$ cat src/shared/upi_pkg.sv
// Package of constants and types shared by the pin-level UART ends
package upi_pkg;
  localparam int unsigned CLK_PERIOD_NS   = 50;
  localparam int unsigned RESET_MIN_NS    = 40;
  // Least time rounds up, never below one cycle
  localparam int unsigned RESET_MIN_CYC_I = (RESET_MIN_NS + CLK_PERIOD_NS - 1) / CLK_PERIOD_NS;
  localparam logic [3:0]  RESET_MIN_CYC   = 4'(RESET_MIN_CYC_I < 1 ? 1 : RESET_MIN_CYC_I);
  // Baud divider: one bit per this many clocks, fixed plain default
  localparam logic [7:0]  BAUD_DIV        = 8'h10;
  // Register addresses on the multiplexed bus
  localparam logic [7:0]  ADDR_DATA       = 8'h00;
  localparam logic [7:0]  ADDR_IEN        = 8'h01;
  localparam logic [7:0]  ADDR_MCTL       = 8'h04;
  localparam logic [7:0]  ADDR_MSTAT      = 8'h06;
  localparam logic [7:0]  ADDR_XFEAT      = 8'h08;
  localparam logic [7:0]  ADDR_FCTL       = 8'h09;
  localparam logic [7:0]  ADDR_XMODE      = 8'h0A;
  // Field positions
  localparam int unsigned MCTL_DTR_BIT    = 0;
  localparam int unsigned MCTL_RTS_BIT    = 1;
  localparam int unsigned MCTL_INT_OE_BIT = 3;
  localparam int unsigned MCTL_IR_BIT     = 6;
  localparam int unsigned XFEAT_ARTS_BIT  = 6;
  localparam int unsigned XFEAT_ACTS_BIT  = 7;
  localparam int unsigned IEN_RX_BIT      = 0;
  localparam int unsigned IEN_RTS_BIT     = 6;
  localparam int unsigned IEN_CTS_BIT     = 7;
  localparam int unsigned FCTL_485_BIT    = 3;
  localparam int unsigned XMODE_485_BIT   = 3;
  localparam logic [7:0]  REG_RESET       = 8'h00;
  // Controller register offsets on its software port
  localparam logic [3:0]  C_ADDR          = 4'h0;
  localparam logic [3:0]  C_WDATA         = 4'h1;
  localparam logic [3:0]  C_CMD           = 4'h2;
  localparam logic [3:0]  C_RDATA         = 4'h3;
  localparam logic [3:0]  C_STAT          = 4'h4;
  localparam logic [3:0]  C_MASK          = 4'h5;
  localparam logic [3:0]  C_CTRL          = 4'h6;
  localparam int unsigned ST_DONE_BIT     = 0;
  localparam int unsigned ST_INT_BIT      = 1;
  localparam logic [3:0]  PHASE_CYC       = 4'h2;
  typedef enum logic [2:0] {
    UPI_IDLE  = 3'b000,
    UPI_ALE   = 3'b001,
    UPI_ALEH  = 3'b010,
    UPI_STRB  = 3'b011,
    UPI_STRBH = 3'b100,
    UPI_END   = 3'b101
  } upi_state_t;
endpackage : upi_pkg

$ cat src/shared/upi_if.sv
// Pin bundle between the host controller and the UART device
`timescale 1ns/1ns
interface upi_if;
  logic       cs_n;
  logic       address_latch_strobe_n;
  logic       read_strobe_n;
  logic       write_strobe_n;
  logic [7:0] ad_host;
  logic       ad_host_oe;
  logic [7:0] ad_dev;
  logic       ad_dev_oe;
  logic       irq;
  logic       irq_oe;
  logic       tx;
  logic       rx;
  logic       rts_n;
  logic       cts_n;
  logic       dtr_n;
  logic       dsr_n;
  logic       cd_n;
  logic       ri_n;
  logic       power_save;
  logic       reset_n;
  modport device (
    input  cs_n, address_latch_strobe_n, read_strobe_n, write_strobe_n, ad_host, ad_host_oe,
    input  rx, cts_n, dsr_n, cd_n, ri_n, power_save, reset_n,
    output ad_dev, ad_dev_oe, irq, irq_oe, tx, rts_n, dtr_n
  );
  modport host (
    output cs_n, address_latch_strobe_n, read_strobe_n, write_strobe_n, ad_host, ad_host_oe,
    output rx, cts_n, dsr_n, cd_n, ri_n, power_save, reset_n,
    input  ad_dev, ad_dev_oe, irq, irq_oe, tx, rts_n, dtr_n
  );
endinterface : upi_if

$ cat src/core/upi_device.sv
// UART device end: multiplexed bus slave, modem pins, IR idle, reset
// What this block does
// - Access starts at chip select falling edge
// - Address captured at latch strobe rising edge
// - After latch strobe high, data phase begins
// - Interrupt driven when control bit3, else floating
// - Standard mode transmit idles high
// - Infrared mode idle level is low
// - Far end idles receive per mode
// - Host asserts request-to-send before auto flow
// - Request-to-send doubles as RS-485 direction
// - Clear-to-send is input or auto flow
// - Modem pins active low, general purpose use
// - Power save isolates host data bus
// - Reset pulse restores registers and outputs
// - During reset transmit high, receive ignored
// - Read falling edge drives addressed byte
// - Write rising edge stores bus byte
//
// The plain strobed port and the register addresses are this design's own decisions.
`timescale 1ns/1ns
module upi_device
  import upi_pkg::*;
(
  input  wire logic sys_clk_in,
  input  wire logic rst_in,
  upi_if.device     pins,
  output logic [7:0] tx_data_out,
  output logic       tx_start_out,
  output logic [7:0] rx_data_out,
  output logic       rx_valid_out
);
  logic       rst_all;
  logic       rd_fall, rd_rise, wr_fall, wr_rise, la_fall, la_rise, cs_fall, cs_rise;
  logic       bus_en;
  logic       in_access_q, data_phase_q;
  logic [7:0] addr_q;
  logic [7:0] ien_q, mctl_q, xfeat_q, fctl_q, xmode_q, mstat_q;
  logic       tx_pend_q;
  logic [7:0] ad_out_q;
  logic       ad_oe_q;
  logic [7:0] tx_shift_q;
  logic [3:0] tx_cnt_q;
  logic [7:0] tx_div_q;
  logic       tx_busy_q;
  logic [7:0] rx_shift_q;
  logic [3:0] rx_cnt_q;
  logic [7:0] rx_div_q;
  logic       rx_busy_q;
  logic       rx_full_q;
  logic       rx_line;
  logic       tx_bit;
  logic       ir_mode;

  // Pin reset shares the async path with the system reset
  assign rst_all = rst_in | ~pins.reset_n;
  // Bus is isolated while power save is high
  assign bus_en  = ~pins.power_save;
  assign ir_mode = mctl_q[MCTL_IR_BIT];

  upi_edge u_rd (.sys_clk_in(sys_clk_in), .rst_in(rst_all), .sig_in(pins.read_strobe_n),
                 .fall_out(rd_fall), .rise_out(rd_rise));
  upi_edge u_wr (.sys_clk_in(sys_clk_in), .rst_in(rst_all), .sig_in(pins.write_strobe_n),
                 .fall_out(wr_fall), .rise_out(wr_rise));
  upi_edge u_la (.sys_clk_in(sys_clk_in), .rst_in(rst_all), .sig_in(pins.address_latch_strobe_n),
                 .fall_out(la_fall), .rise_out(la_rise));
  upi_edge u_cs (.sys_clk_in(sys_clk_in), .rst_in(rst_all), .sig_in(pins.cs_n),
                 .fall_out(cs_fall), .rise_out(cs_rise));

  // Access framing
  always_ff @(posedge sys_clk_in or posedge rst_all) begin
    if (rst_all) begin
      in_access_q  <= 1'b0;
      data_phase_q <= 1'b0;
      addr_q       <= REG_RESET;
    end else if (!bus_en || cs_rise || pins.cs_n) begin
      in_access_q  <= 1'b0;
      data_phase_q <= 1'b0;
    end else begin
      if (cs_fall) begin
        in_access_q  <= 1'b1;
        data_phase_q <= 1'b0;
      end
      if (la_fall) begin
        data_phase_q <= 1'b0;
      end
      if (la_rise) begin
        addr_q       <= pins.ad_host;
        data_phase_q <= 1'b1;
      end
    end
  end

  // Register writes on write strobe rising edge
  always_ff @(posedge sys_clk_in or posedge rst_all) begin
    if (rst_all) begin
      ien_q   <= REG_RESET;
      mctl_q  <= REG_RESET;
      xfeat_q <= REG_RESET;
      fctl_q  <= REG_RESET;
      xmode_q <= REG_RESET;
    end else if (bus_en && in_access_q && data_phase_q && !pins.cs_n && wr_rise) begin
      unique case (addr_q)
        ADDR_IEN:   ien_q   <= pins.ad_host;
        ADDR_MCTL:  mctl_q  <= pins.ad_host;
        ADDR_XFEAT: xfeat_q <= pins.ad_host;
        ADDR_FCTL:  fctl_q  <= pins.ad_host;
        ADDR_XMODE: xmode_q <= pins.ad_host;
        default:   ;
      endcase
    end
  end

  // Modem status: active-low inputs shown as true bits
  always_ff @(posedge sys_clk_in or posedge rst_all) begin
    if (rst_all) begin
      mstat_q <= REG_RESET;
    end else begin
      mstat_q <= {~pins.cd_n, ~pins.ri_n, ~pins.dsr_n, ~pins.cts_n, 4'h0};
    end
  end

  // Read data fetched on the read strobe falling edge, held until rising edge
  always_ff @(posedge sys_clk_in or posedge rst_all) begin
    if (rst_all) begin
      ad_out_q <= REG_RESET;
      ad_oe_q  <= 1'b0;
    end else if (!bus_en || pins.cs_n) begin
      ad_oe_q  <= 1'b0;
    end else if (in_access_q && data_phase_q && rd_fall) begin
      ad_oe_q  <= 1'b1;
      unique case (addr_q)
        ADDR_DATA: ad_out_q <= rx_shift_q;
        ADDR_IEN:   ad_out_q <= ien_q;
        ADDR_MCTL:  ad_out_q <= mctl_q;
        ADDR_MSTAT: ad_out_q <= mstat_q;
        ADDR_XFEAT: ad_out_q <= xfeat_q;
        ADDR_FCTL:  ad_out_q <= fctl_q;
        ADDR_XMODE: ad_out_q <= xmode_q;
        default:   ad_out_q <= REG_RESET;
      endcase
    end else if (rd_rise) begin
      ad_oe_q  <= 1'b0;
    end
  end
  assign pins.ad_dev    = ad_out_q;
  assign pins.ad_dev_oe = ad_oe_q;

  // Transmitter: 8N1, a write to the data address loads a byte that waits for clear-to-send when auto clear-to-send is on
  // A write while a frame is on the line is lost: there is no buffer
  always_ff @(posedge sys_clk_in or posedge rst_all) begin
    if (rst_all) begin
      tx_shift_q <= 8'hFF;
      tx_cnt_q   <= 4'h0;
      tx_div_q   <= 8'h00;
      tx_busy_q  <= 1'b0;
      tx_pend_q  <= 1'b0;
      tx_bit     <= 1'b1;
    end else if (!tx_busy_q) begin
      tx_bit <= 1'b1;
      if (bus_en && data_phase_q && wr_rise && !pins.cs_n && addr_q == ADDR_DATA) begin
        tx_shift_q <= pins.ad_host;
        tx_pend_q  <= 1'b1;
      end else if (tx_pend_q && !(xfeat_q[XFEAT_ACTS_BIT] && pins.cts_n)) begin
        tx_pend_q  <= 1'b0;
        tx_busy_q  <= 1'b1;
        tx_cnt_q   <= 4'h0;
        tx_div_q   <= BAUD_DIV;
        tx_bit     <= 1'b0;
      end
    end else if (tx_div_q != 8'h01) begin
      tx_div_q <= tx_div_q - 8'h01;
    end else begin
      tx_div_q <= BAUD_DIV;
      tx_cnt_q <= tx_cnt_q + 4'h1;
      if (tx_cnt_q == 4'h8) begin
        tx_bit <= 1'b1;
      end else if (tx_cnt_q == 4'h9) begin
        tx_busy_q <= 1'b0;
      end else begin
        tx_bit     <= tx_shift_q[0];
        tx_shift_q <= {1'b1, tx_shift_q[7:1]};
      end
    end
  end
  // Standard: idle high; IR: a low idle, pulse for each zero bit
  assign pins.tx    = ir_mode ? (tx_busy_q & ~tx_bit & (tx_div_q > (BAUD_DIV >> 1))) : tx_bit;
  assign tx_data_out  = tx_shift_q;
  assign tx_start_out = tx_busy_q;

  // Receiver: IR input is inverted so the shared path sees high idle
  assign rx_line = ir_mode ? ~pins.rx : pins.rx;
  always_ff @(posedge sys_clk_in or posedge rst_all) begin
    if (rst_all) begin
      rx_shift_q <= REG_RESET;
      rx_cnt_q   <= 4'h0;
      rx_div_q   <= 8'h00;
      rx_busy_q  <= 1'b0;
      rx_full_q  <= 1'b0;
    end else begin
      if (bus_en && data_phase_q && rd_fall && addr_q == ADDR_DATA) begin
        rx_full_q <= 1'b0;
      end
      if (!rx_busy_q) begin
        if (!rx_line) begin
          rx_busy_q <= 1'b1;
          rx_cnt_q  <= 4'h0;
          rx_div_q  <= {1'b0, BAUD_DIV[7:1]};
        end
      end else if (rx_div_q != 8'h01) begin
        rx_div_q <= rx_div_q - 8'h01;
      end else begin
        rx_div_q <= BAUD_DIV;
        rx_cnt_q <= rx_cnt_q + 4'h1;
        if (rx_cnt_q == 4'h9) begin
          rx_busy_q <= 1'b0;
          rx_full_q <= 1'b1;
        end else if (rx_cnt_q != 4'h0) begin
          rx_shift_q <= {rx_line, rx_shift_q[7:1]};
        end
      end
    end
  end
  assign rx_data_out  = rx_shift_q;
  assign rx_valid_out = rx_full_q;

  // Interrupt is driven only when the enable bit is set
  assign pins.irq    = ien_q[IEN_RX_BIT] & rx_full_q;
  assign pins.irq_oe = mctl_q[MCTL_INT_OE_BIT];
  // RTS: RS-485 direction mode, else auto flow or plain output
  always_comb begin
    if (fctl_q[FCTL_485_BIT] || xmode_q[XMODE_485_BIT]) begin
      pins.rts_n = ~tx_busy_q;
    end else if (xfeat_q[XFEAT_ARTS_BIT]) begin
      pins.rts_n = ~mctl_q[MCTL_RTS_BIT] | rx_full_q;
    end else begin
      pins.rts_n = ~mctl_q[MCTL_RTS_BIT];
    end
  end
  assign pins.dtr_n = ~mctl_q[MCTL_DTR_BIT];
endmodule : upi_device

$ cat src/core/upi_edge.sv
// Registered edge detector for one strobe pin
`timescale 1ns/1ns
module upi_edge (
  input  wire logic sys_clk_in,
  input  wire logic rst_in,
  input  wire logic sig_in,
  output logic      fall_out,
  output logic      rise_out
);
  logic prev_q;
  // Idle strobes are high, so start high to avoid a false edge
  always_ff @(posedge sys_clk_in or posedge rst_in) begin
    if (rst_in) begin
      prev_q <= 1'b1;
    end else begin
      prev_q <= sig_in;
    end
  end
  assign fall_out = prev_q & ~sig_in;
  assign rise_out = ~prev_q & sig_in;
endmodule : upi_edge

$ cat src/flat_wrapper.sv
// flat-port wrapper written by rule: the top's interface ports become plain ports
module upi_device_flat import upi_pkg::*;
  (sys_clk_in, rst_in, tx_data_out, tx_start_out, rx_data_out, rx_valid_out, pins_cs_n, pins_address_latch_strobe_n, pins_read_strobe_n, pins_write_strobe_n, pins_ad_host, pins_ad_host_oe, pins_rx, pins_cts_n, pins_dsr_n, pins_cd_n, pins_ri_n, pins_power_save, pins_reset_n, pins_ad_dev, pins_ad_dev_oe, pins_irq, pins_irq_oe, pins_tx, pins_rts_n, pins_dtr_n);
  upi_if pins_i ();
  input  wire logic sys_clk_in;
  input  wire logic rst_in;
  output logic [7:0] tx_data_out;
  output logic tx_start_out;
  output logic [7:0] rx_data_out;
  output logic rx_valid_out;
  input wire logic [$bits(pins_i.cs_n)-1:0] pins_cs_n;
  input wire logic [$bits(pins_i.address_latch_strobe_n)-1:0] pins_address_latch_strobe_n;
  input wire logic [$bits(pins_i.read_strobe_n)-1:0] pins_read_strobe_n;
  input wire logic [$bits(pins_i.write_strobe_n)-1:0] pins_write_strobe_n;
  input wire logic [$bits(pins_i.ad_host)-1:0] pins_ad_host;
  input wire logic [$bits(pins_i.ad_host_oe)-1:0] pins_ad_host_oe;
  input wire logic [$bits(pins_i.rx)-1:0] pins_rx;
  input wire logic [$bits(pins_i.cts_n)-1:0] pins_cts_n;
  input wire logic [$bits(pins_i.dsr_n)-1:0] pins_dsr_n;
  input wire logic [$bits(pins_i.cd_n)-1:0] pins_cd_n;
  input wire logic [$bits(pins_i.ri_n)-1:0] pins_ri_n;
  input wire logic [$bits(pins_i.power_save)-1:0] pins_power_save;
  input wire logic [$bits(pins_i.reset_n)-1:0] pins_reset_n;
  output wire logic [$bits(pins_i.ad_dev)-1:0] pins_ad_dev;
  output wire logic [$bits(pins_i.ad_dev_oe)-1:0] pins_ad_dev_oe;
  output wire logic [$bits(pins_i.irq)-1:0] pins_irq;
  output wire logic [$bits(pins_i.irq_oe)-1:0] pins_irq_oe;
  output wire logic [$bits(pins_i.tx)-1:0] pins_tx;
  output wire logic [$bits(pins_i.rts_n)-1:0] pins_rts_n;
  output wire logic [$bits(pins_i.dtr_n)-1:0] pins_dtr_n;
  assign pins_i.cs_n = pins_cs_n;
  assign pins_i.address_latch_strobe_n = pins_address_latch_strobe_n;
  assign pins_i.read_strobe_n = pins_read_strobe_n;
  assign pins_i.write_strobe_n = pins_write_strobe_n;
  assign pins_i.ad_host = pins_ad_host;
  assign pins_i.ad_host_oe = pins_ad_host_oe;
  assign pins_i.rx = pins_rx;
  assign pins_i.cts_n = pins_cts_n;
  assign pins_i.dsr_n = pins_dsr_n;
  assign pins_i.cd_n = pins_cd_n;
  assign pins_i.ri_n = pins_ri_n;
  assign pins_i.power_save = pins_power_save;
  assign pins_i.reset_n = pins_reset_n;
  assign pins_ad_dev = pins_i.ad_dev;
  assign pins_ad_dev_oe = pins_i.ad_dev_oe;
  assign pins_irq = pins_i.irq;
  assign pins_irq_oe = pins_i.irq_oe;
  assign pins_tx = pins_i.tx;
  assign pins_rts_n = pins_i.rts_n;
  assign pins_dtr_n = pins_i.dtr_n;
  upi_device u_core (.sys_clk_in(sys_clk_in), .rst_in(rst_in), .pins(pins_i), .tx_data_out(tx_data_out), .tx_start_out(tx_start_out), .rx_data_out(rx_data_out), .rx_valid_out(rx_valid_out));
endmodule
$ cat config.mk
export PLATFORM = sky130hd
export DESIGN_NAME = upi_device_flat
export DESIGN_NICKNAME = d
export VERILOG_FILES = /design/src/shared/upi_pkg.sv /design/src/shared/upi_if.sv /design/src/core/upi_device.sv /design/src/core/upi_edge.sv /design/src/flat_wrapper.sv
export SDC_FILE = /design/constraint.sdc
export NUM_CORES = 1
export LEC_CHECK = 0
export BUFFER_PORTS_ARGS = -buffer_cell sky130_fd_sc_hd__buf_2
export CAP_MARGIN = 20
export CELL_PAD_IN_SITES_DETAIL_PLACEMENT = 2
export CELL_PAD_IN_SITES_GLOBAL_PLACEMENT = 2
export CORE_MARGIN = 1.5
export CORE_UTILIZATION = 40
export DETAILED_ROUTE_END_ITERATION = 10
export HOLD_SLACK_MARGIN = 0.06
export PLACE_DENSITY_LB_ADDON = 0.1
export SLEW_MARGIN = 30
export SYNTH_ARGS = -nofsm -noshare
export SYNTH_HDL_FRONTEND = slang
export SYNTH_SLANG_ARGS = --single-unit
$ cat constraint.sdc
create_clock -name sys_clk_in -period 11.4 [get_ports sys_clk_in]
set_input_delay 2.85 -clock sys_clk_in [delete_from_list [all_inputs] [get_ports sys_clk_in]]
set_output_delay 2.85 -clock sys_clk_in [all_outputs]
set_load 0.005 [all_outputs]
==> results.py, run 1 <==
metrics = {
    "logic_synthesis": {
        "synth_edf_count": 0,
        "synthArstFlopShare": 1.00,
        "yosysTopAreaCell": "dfrtp_1",
        "yosys_register_bits": 112,
        "synth_top_cell_area_share": 0.439,
        "syn_inst": 492,
        "synth_area_leaders": "dfrtp_1 (44%), mux2_2 (9.2%), dfstp_2 (6.1%)",
        "synth_ff_type": "dfrtp_1",
        "synth_area_per_cell_um2": 11.5,
        "netlist-cell-type-count": 69,
        "synth_seq_area_share": 0.500,
        "syn_area_um2": 5640,
        "syn_nets": 526,
        "ys_warn_count": 0,
    },
    "timing": {
        "rsz0062_at_grt": "false",
        "holdWs_ns": 0.479,
        "drv_slew": 0,
        "setup-tns-final_ns": 0,
        "setup_viol_count_final": 0,
        "clock.fmax_mhz": 194,
        "tightest_slew_ns": 0.929,
        "fin_crit_sh": 0.453,
        "finalHoldViolCount": 0,
        "fin_skew_ns": 0.00718,
        "maxSlewHeadroom": 0.381,
        "fin_crit_ns": 5.16,
    },
    "routing": {
        "routedWlPerCell_um": 22.0,
        "vias": 4165,
        "drt_pass1_iterations": 4,
        "ant_nets": 0,
        "viasPerCell": 5.76,
        "drt-total-wl_um": 15900,
        "remaining_drc_errors": 0,
        "drt_iter0_markers": 186,
    },
    "clock_tree": {
        "clock_latency_ns": 0.36,
        "clockBufferDepth": 2,
        "htreeDepth": 3,
        "cts_setup_buffers": 0,
        "cts_sinks": 112,
        "tritoncts": "done",
        "cts_buffers": 9,
        "clk_pin_slew_worst_paths_ns": 0.07,
        "cts_resized": 0,
        "cts_hold_buf": 0,
        "cts_root_buf": "clkbuf_16",
    },
    "placement": {
        "dp_hpwl_um": 11200,
        "postPlaceCellArea_um2": 6070,
        "portBuffers": 52,
        "routabilityCongestion": 0.793,
    },
    "finish": {
        "fin_area_um2": 6420,
        "drive_gt1_frac": 0.287,
        "area_growth_pct": 13.9,
        "n_antenna_cell": 0,
        "final.fill_count": 1398,
        "nets": 572,
    },
    "status": {
        "status": "finished clean",
    },
    "worst_setup_path": {
        "path_class": "reg -> out",
        "reg2reg_depth": 4,
        "cp_max_fo": 28,
        "worstSetupEndpointType": "output pin",
        "cp.arrival_ns": 2.31,
        "cp.required_ns": 8.55,
        "start_kind": "register",
    },
    "floorplan": {
        "fp-row-count": 43,
        "initial_utilization": 0.408,
        "dieArea_um2": 14800,
        "coreArea_um2": 13800,
        "fp.dieW_um": 122,
        "ioPinCount": 54,
        "die_h_um": 122,
    },
    "global_route": {
        "grt_pass1_vias": 4605,
        "grt_overflow": 0,
        "antenna_found_initial": 0,
        "grt_start_max_net_pins": 70,
        "grt.total_usage": 0.231,
        "grt_pass1_wl_um": 25800,
    },
    "power_and_ir_drop": {
        "leakagePower_uw": 0.00302,
        "finalPower_uw": 979,
        "vdd_drop_max_v": 0.0000714,
        "power_density_nw_per_um2": 152,
    },
    "job": {
        "maxCapViolCount": 0,
    },
    "min_path": {
        "holdPathStages": 2,
        "hold_class": "reg -> reg",
    },
}
-- layout by cell type (no fill, tap or decap), types with 4 or more instances in the layout --
cell type | synthesis | routed
dfstp_2 | 13 | 13
mux2i_1 | 11 | 11
a21o_1 | 9 | 9
ha_1 | 12 | 12
nor2_1 | 20 | 20
buf_2 | 6 | 52
a22oi_1 | 4 | 4
nand3_1 | 9 | 9
inv_1 | 19 | 19
o31ai_1 | 4 | 4
buf_4 | 0 | 5
nand2b_1 | 7 | 7
o21ai_0 | 20 | 20
xor2_1 | 4 | 4
a22o_1 | 5 | 5
a21oi_1 | 18 | 18
nor4_1 | 4 | 4
o22ai_1 | 5 | 5
or4_1 | 4 | 4
mux2_4 | 8 | 8
and2_1 | 5 | 5
a31oi_1 | 5 | 5
nand2_1 | 23 | 23
a211oi_1 | 15 | 15
nor3_1 | 8 | 8
o211ai_1 | 5 | 5
or3_1 | 5 | 5
mux2_2 | 46 | 46
nor2b_1 | 14 | 13
clkbuf_16 | 0 | 9
nor3b_1 | 6 | 6
mux4_2 | 4 | 4
dfrtp_1 | 99 | 99
nand4_1 | 5 | 5
o21ai_1 | 6 | 6
-- Yosys cell counts, types with 6 or more instances --
cell type and number:
o21ai_1 6, dfstp_2 13, o21ai_0 20, nor2_1 20, nor3b_1 6, nand3_1 9, nand2_1 23, nor3_1 8
a211oi_1 15, nand2b_1 7, nor2b_1 14, inv_1 19, a21o_1 9, mux2i_1 11, ha_1 12, dfrtp_1 99
a21oi_1 18, mux2_2 46, clkbuf_1 13, buf_2 6, mux2_4 8
-- through the flow --
stage	worst slack, ns	utilization	std cells
floorplan	1.56	-	492
global placement	6.50	0.439	706
detailed placement	6.47	0.439	706
CTS	6.23	0.463	722
global route	6.06	0.465	723
finish	6.24	0.465	723
-- critical path: stages, from the launching register on --
cell and delay, ns:
dfrtp_1 0.95, clkinv_1 0.57, o21a_1 0.30, buf_2 0.13
-- worst paths after layout --
check / startpoint / slack (ns) / to
worst max register to register: u_core.tx_start_out$_DFF_PP0_ / 8.57 / u_core.tx_div_q[1]$_DFFE_PP0P_
worst max-delay path: u_core.tx_start_out$_DFF_PP0_ / 6.24 / pins_rts_n
worst min register to register: u_core.pins.ad_dev[7]$_DFFE_PP0P_ / 0.48 / u_core.pins.ad_dev[7]$_DFFE_PP0P_
max in group asynchronous: rst_in / 7.60 / u_core.u_cs.prev_q$_DFF_PP1_
min in group asynchronous: pins_reset_n / 2.70 / u_core.mstat_q[5]$_DFF_PP0_
worst min-delay path: u_core.pins.ad_dev[7]$_DFFE_PP0P_ / 0.48 / u_core.pins.ad_dev[7]$_DFFE_PP0P_
-- logic make-up (layout without fill, tap and decap cells) --
kind of cell	Yosys count	count (layout)	share of synthesized area
and+or+nand+nor	137	137	0.151
AOI/OAI and AO/OA	112	112	0.131
muxes	70	70	0.151
adders and majority gates	12	12	0.0266
DFF	112	112	0.500
xor gates and xnor gates	6	6	0.00931
buffers and inverters	43	94	0.0313
-- cell type report --
class / instances / area [um^2] / share of cell area
multi-input combinational: 337 / 2660 / 0.413
tap: 180 / 225 / 0.0351
inverter: 20 / 75.1 / 0.0117
sequential: 112 / 2820 / 0.439
timing repair buffer: 58 / 325 / 0.0506
clock buffer: 13 / 260 / 0.0405
clock inverter: 3 / 65.1 / 0.0101
-- power by group --
group	leakage (uW)	internal [uW]	switching, uW
combinational	0.00141	63.0	103
clock	0.000160	205	145
sequential	0.00145	423	40.2
total	0.00302	691	288
-- layer usage --
layer | vias to the layer above | global-route usage | part of all wire
met1 | 2170 | 0.310 | 0.45
li1 | 1913 | - | -
met3 | 13 | 0.0463 | 0.042
met2 | 69 | 0.389 | 0.50
met5 | - | 0 | 0
met4 | 0 | 0.0500 | 0.0087
Note: power is estimated with default switching activity, not from simulation.
==> inputs of run 2 (changes only) <==
==> constraint.sdc (replaced) <==
create_clock -name sys_clk_in -period 5.25 [get_ports sys_clk_in]
set_input_delay 1.3125 -clock sys_clk_in [delete_from_list [all_inputs] [get_ports sys_clk_in]]
set_output_delay 1.3125 -clock sys_clk_in [all_outputs]
set_load 0.005 [all_outputs]
==> run 2 against run 1 <==
  * Total power increased by 120%
  * Sequential share of layout area hardly changed
  * Flip-flop and latch count unchanged
  * Non-clock buffer count fell by 1
  * Clock-buffer cell count unchanged
  * Hold slack worse by 0.0033 ns
  * Wire length is 1.8% higher
  * Sequential power grew 120%
  * Largest cell class unchanged
==> results.py, run 2 (same netlist as run 1, synthesis figures left out) <==
metrics = {
    "worst_setup_path": {
        "cpLargestDelayFamily": "simple AND/OR/NAND/NOR gates",
        "r2r_end": "u_core.xmode_q[7]$_DFFE_PP0P_",
        "crit_chain": "or4_1 > a21oi_1 > o22ai_1 > buf_2",
        "worstSetupEndpointType": "output pin",
        "r2r_slack_ns": 2.57,
        "start_kind": "register",
        "path_class": "reg -> out",
        "cp_max_fo": 8,
        "cp_num_buf_inv": 1,
        "reg2reg_depth": 4,
        "worstSetupStartpoint": "u_core.tx_div_q[4]$_DFFE_PP0P_",
        "cp.required_ns": 3.94,
        "slowest_stage": "or4_1",
        "rr_startpoint": "u_core.addr_q[2]$_DFFE_PP0P_",
        "cp.arrival_ns": 2.09,
        "cp_slowest_stage_delay_ns": 0.73,
    },
    "routing": {
        "drt_iter0_markers": 231,
        "ant_nets": 0,
        "drt_pass1_iterations": 6,
        "remaining_drc_errors": 0,
        "vias": 4189,
        "routedWlPerCell_um": 22.5,
        "drt-total-wl_um": 16200,
        "viasPerCell": 5.80,
    },
    "global_route": {
        "grt_start_max_net_pins": 83,
        "grt_overflow": 0,
        "grt.total_usage": 0.238,
        "grt_pass1_wl_um": 26700,
        "antenna_found_initial": 0,
        "grt_pass1_vias": 4671,
    },
    "timing": {
        "holdWs_ns": 0.476,
        "tightest_slew_ns": 0.948,
        "rsz0062_at_grt": "false",
        "fin_crit_ns": 3.40,
        "maxSlewHeadroom": 0.368,
        "clock.fmax_mhz": 294,
        "fin_crit_sh": 0.647,
        "setup_viol_count_final": 0,
        "fin_skew_ns": 0.0118,
        "setup-tns-final_ns": 0,
        "drv_slew": 0,
        "finalHoldViolCount": 0,
    },
    "clock_tree": {
        "cts_root_buf": "clkbuf_16",
        "cts_sinks": 112,
        "tritoncts": "done",
        "cts_buffers": 9,
        "clockBufferDepth": 2,
        "cts_hold_buf": 0,
        "clock_latency_ns": 0.36,
        "htreeDepth": 3,
        "clk_pin_slew_worst_paths_ns": 0.08,
        "cts_setup_buffers": 0,
        "cts_resized": 0,
    },
    "power_and_ir_drop": {
        "leakagePower_uw": 0.00302,
        "power_density_nw_per_um2": 331,
        "vdd_drop_max_v": 0.000169,
    },
    "finish": {
        "drive_gt1_frac": 0.286,
        "fin_area_um2": 6430,
        "n_antenna_cell": 0,
        "area_growth_pct": 13.9,
        "fin_util": 0.465,
        "mostFrequentLayoutCell": "dfrtp_1",
        "nets": 571,
        "final_cell_mix": "dfrtp_1 (99), buf_2 (52), mux2_2 (46)",
    },
    "min_path": {
        "hold_end": "u_core.in_access_q$_DFFE_PP0P_",
        "holdCritStartpoint": "u_core.in_access_q$_DFFE_PP0P_",
        "holdPathStages": 1,
        "hold_class": "reg -> reg",
    },
    "status": {
        "status": "finished clean",
    },
    "floorplan": {
        "die_h_um": 122,
        "dieArea_um2": 14800,
        "fp-row-count": 43,
        "fp.dieW_um": 122,
        "coreArea_um2": 13800,
        "ioPinCount": 54,
        "initial_utilization": 0.408,
    },
    "job": {
        "maxCapViolCount": 0,
    },
    "placement": {
        "postPlaceCellArea_um2": 6080,
        "portBuffers": 52,
        "dp_hpwl_um": 11100,
        "routabilityCongestion": 0.781,
    },
}
## run 2: cell types whose count changed in the layout (fill, tap and decap cells not counted), sizes merged
| cell | delta |
|---|---|
| buf | -1 |
## run 2: worst max-delay path by stage
stage | end | cells after the start
finish | pins_tx | 4
floorplan | u_core.addr_q[0]$_DFFE_PP0P_ | 1
global route | pins_tx | 4
detailed placement | u_core.xfeat_q[6]$_DFFE_PP0P_ | 5
global placement | u_core.fctl_q[3]$_DFFE_PP0P_ | 5
CTS | pins_tx | 4
## run 2: worst reg2reg max path: stages, from the launching register on
cell and delay, ns:
dfrtp_1 0.74, nor2b_1 0.69, nor4b_4 0.53, nand2_4 0.24
mux2_4 0.35
## run 2: area by class of cell
cell class / instances / area [um^2]
Clock buffer: 13 / 260
Clock inverter: 3 / 65.1
Inverter: 20 / 75.1
Tap cell: 180 / 225
Fill cell: 1407 / 7400
Sequential cell: 112 / 2820
Timing Repair Buffer: 57 / 330
Multi-Input combinational cell: 337 / 2660
## run 2: power by group
group / switching (uW) / internal [uW]
sequential: 84.9 / 919
clock: 315 / 445
combinational: 226 / 138
total: 625 / 1500
## run 2: through the flow
stage	setup slack [ns]	instances	total power (uW)
after detailed placement	1.89	705	1380
after floorplan	0.0286	492	1250
after CTS	1.83	721	2150
after global placement	1.94	705	1350
final	1.85	722	2130
after global routing	1.74	722	2230
## run 2: per-layer routing
metal	up-vias	track usage	share of wire	wire length [um]
met4	0	0.0574	0.014	233
li1	1902	-	-	-
met1	2188	0.317	0.47	7570
met3	17	0.0403	0.030	483
met5	-	0	0	0
met2	82	0.406	0.49	7930
==> inputs of run 3 (changes only) <==
--- a/config.mk
+++ b/config.mk
@@ -10,7 +10,7 @@
 export CELL_PAD_IN_SITES_DETAIL_PLACEMENT = 2
 export CELL_PAD_IN_SITES_GLOBAL_PLACEMENT = 2
 export CORE_MARGIN = 1.5
-export CORE_UTILIZATION = 40
+export CORE_UTILIZATION = 36
 export DETAILED_ROUTE_END_ITERATION = 10
 export HOLD_SLACK_MARGIN = 0.06
 export PLACE_DENSITY_LB_ADDON = 0.1
==> constraint.sdc (replaced) <==
create_clock -name sys_clk_in -period 2.8 [get_ports sys_clk_in]
set_input_delay 0.7 -clock sys_clk_in [delete_from_list [all_inputs] [get_ports sys_clk_in]]
set_output_delay 0.7 -clock sys_clk_in [all_outputs]
set_load 0.005 [all_outputs]
==> run 3 against run 2 <==
  * Hold slack got worse by 0.033 ns
  * Register-to-register slack got worse by 2.0 ns
  * Clock-buffer cell count decreased by 3
  * Combinational power increased by 87%
  * Total power increased by 91%
  * Flip-flop and latch count unchanged
  * Global-route usage decreased by 2.4 points
==> results.py, run 3 (same netlist as run 1, synthesis figures left out) <==
metrics = {
    "status": {
        "status": "finished clean",
    },
    "clock_tree": {
        "cts_setup_buffers": 0,
        "clk_pin_slew_worst_paths_ns": 0.07,
        "tritoncts": "done",
        "clockBufferDepth": 2,
        "clock_latency_ns": 0.36,
        "cts_sinks": 112,
        "htreeDepth": 3,
        "cts_root_buf": "clkbuf_16",
        "cts_buffers": 9,
    },
    "worst_setup_path": {
        "path_depth": 4,
        "r2r_end": "u_core.rx_data_out[0]$_DFFE_PP0P_",
        "cp-endpoint": "pins_tx",
        "worstSetupEndpointType": "output pin",
        "cp_max_fo": 8,
        "reg2reg_depth": 6,
        "start_kind": "register",
        "cp_slowest_stage_delay_ns": 0.64,
        "rr_startpoint": "u_core.rx_div_q[1]$_DFFE_PP0P_",
        "worstSetupStartpoint": "u_core.tx_div_q[4]$_DFFE_PP0P_",
        "cp.required_ns": 2.10,
        "r2r_slack_ns": 0.56,
        "slowest_stage": "or4_4",
        "cp_num_buf_inv": 1,
        "crit_chain": "or4_4 > a21oi_1 > o22ai_1 > buf_2",
        "cp.arrival_ns": 1.88,
        "path_class": "reg -> out",
        "cpLargestDelayFamily": "simple AND/OR/NAND/NOR gates",
    },
    "floorplan": {
        "initial_utilization": 0.370,
        "die_h_um": 128,
        "ioPinCount": 54,
        "coreArea_um2": 15300,
        "fp-row-count": 45,
        "fp.dieW_um": 128,
        "dieArea_um2": 16400,
    },
    "routing": {
        "drt_iter0_markers": 199,
        "vias": 4198,
        "drt-total-wl_um": 16300,
        "remaining_drc_errors": 0,
        "ant_nets": 0,
        "viasPerCell": 5.49,
        "drt_pass1_iterations": 4,
        "routedWlPerCell_um": 21.3,
    },
    "finish": {
        "mostFrequentLayoutCell": "dfrtp_1",
        "area_growth_pct": 16.1,
        "fin_area_um2": 6550,
        "final_cell_mix": "dfrtp_1 (99), buf_2 (52), mux2_2 (46)",
        "nets": 583,
        "drive_gt1_frac": 0.305,
        "n_antenna_cell": 0,
    },
    "placement": {
        "routabilityCongestion": 0.755,
        "postPlaceCellArea_um2": 6210,
        "place_ws_ns": 0.314,
        "portBuffers": 52,
        "dp_hpwl_um": 11600,
    },
    "global_route": {
        "grt_pass1_wl_um": 26700,
        "grt_pass1_vias": 4614,
        "antenna_found_initial": 0,
        "grt.total_usage": 0.215,
        "grt_overflow": 0,
        "grt_start_max_net_pins": 113,
    },
    "power_and_ir_drop": {
        "finalPower_uw": 4050,
        "leakagePower_uw": 0.00308,
        "vdd_drop_max_v": 0.000365,
        "power_density_nw_per_um2": 618,
    },
    "timing": {
        "rsz0062_at_grt": "false",
        "fin_ws_ns": 0.222,
        "setup_viol_count_final": 0,
        "clock.fmax_mhz": 388,
        "maxSlewHeadroom": 0.447,
        "fin_skew_ns": 0.00567,
        "fin_crit_sh": 0.921,
        "finalHoldViolCount": 0,
        "fin_crit_ns": 2.58,
        "drv_slew": 0,
        "holdWs_ns": 0.443,
        "tightest_slew_ns": 0.822,
    },
    "job": {
        "maxCapViolCount": 0,
    },
    "min_path": {
        "hold_class": "in -> reg",
    },
}
==> run 3: cell type report <==
class,instances,area (um^2)
Multi-Input combinational cell,337,2660
Timing Repair Buffer,69,400
Clock buffer,10,229
Inverter,20,75.1
Sequential cell,112,2820
Fill cell,1593,8700
Clock inverter,6,108
Tap cell,211,264
==> run 3: repair_timing <==
item                                    in CTS  in global routing
hold buffers                                 0                  0
endpoints found under the setup margin       0                  1
gates resized for setup                      0                  1
==> run 3: power by group <==
group          internal (uW)  switching (uW)  total [uW]
Sequential              1720             162        1890
Clock                    873             615        1490
Combinational            269             410         679
Total                   2860            1190        4050
==> run 3: worst min path at each step <==
| stage | from | endpoint | cells after the start |
|---|---|---|---|
| after global placement | u_core.pins.ad_dev[4]$_DFFE_PP0P_ | u_core.pins.ad_dev[4]$_DFFE_PP0P_ | 2 |
| final | pins_write_strobe_n | u_core.u_wr.prev_q$_DFF_PP1_ | 1 |
| after global routing | pins_write_strobe_n | u_core.u_wr.prev_q$_DFF_PP1_ | 1 |
| after detailed placement | u_core.xfeat_q[2]$_DFFE_PP0P_ | u_core.xfeat_q[2]$_DFFE_PP0P_ | 1 |
| after floorplan | u_core.in_access_q$_DFFE_PP0P_ | u_core.in_access_q$_DFFE_PP0P_ | 1 |
| after CTS | pins_write_strobe_n | u_core.u_wr.prev_q$_DFF_PP1_ | 1 |
==> run 3: metrics by stage <==
stage	TNS [ns]	instances	utilization
after floorplan	-7.31	492	-
after global placement	0	749	0.407
after detailed placement	0	749	0.407
after CTS	0	765	0.429
after global routing	0	765	0.430
final	0	765	0.430
==> run 3: routing by layer <==
metal  wire length, um  track usage  vias to the layer above  share of wire
met5                 0            0                        -              0
met4               182       0.0595                        0          0.011
met3               547       0.0380                       14          0.034
met2              7820        0.355                       65           0.48
met1              7710        0.290                     2193           0.47
li1                  -            -                     1926              -
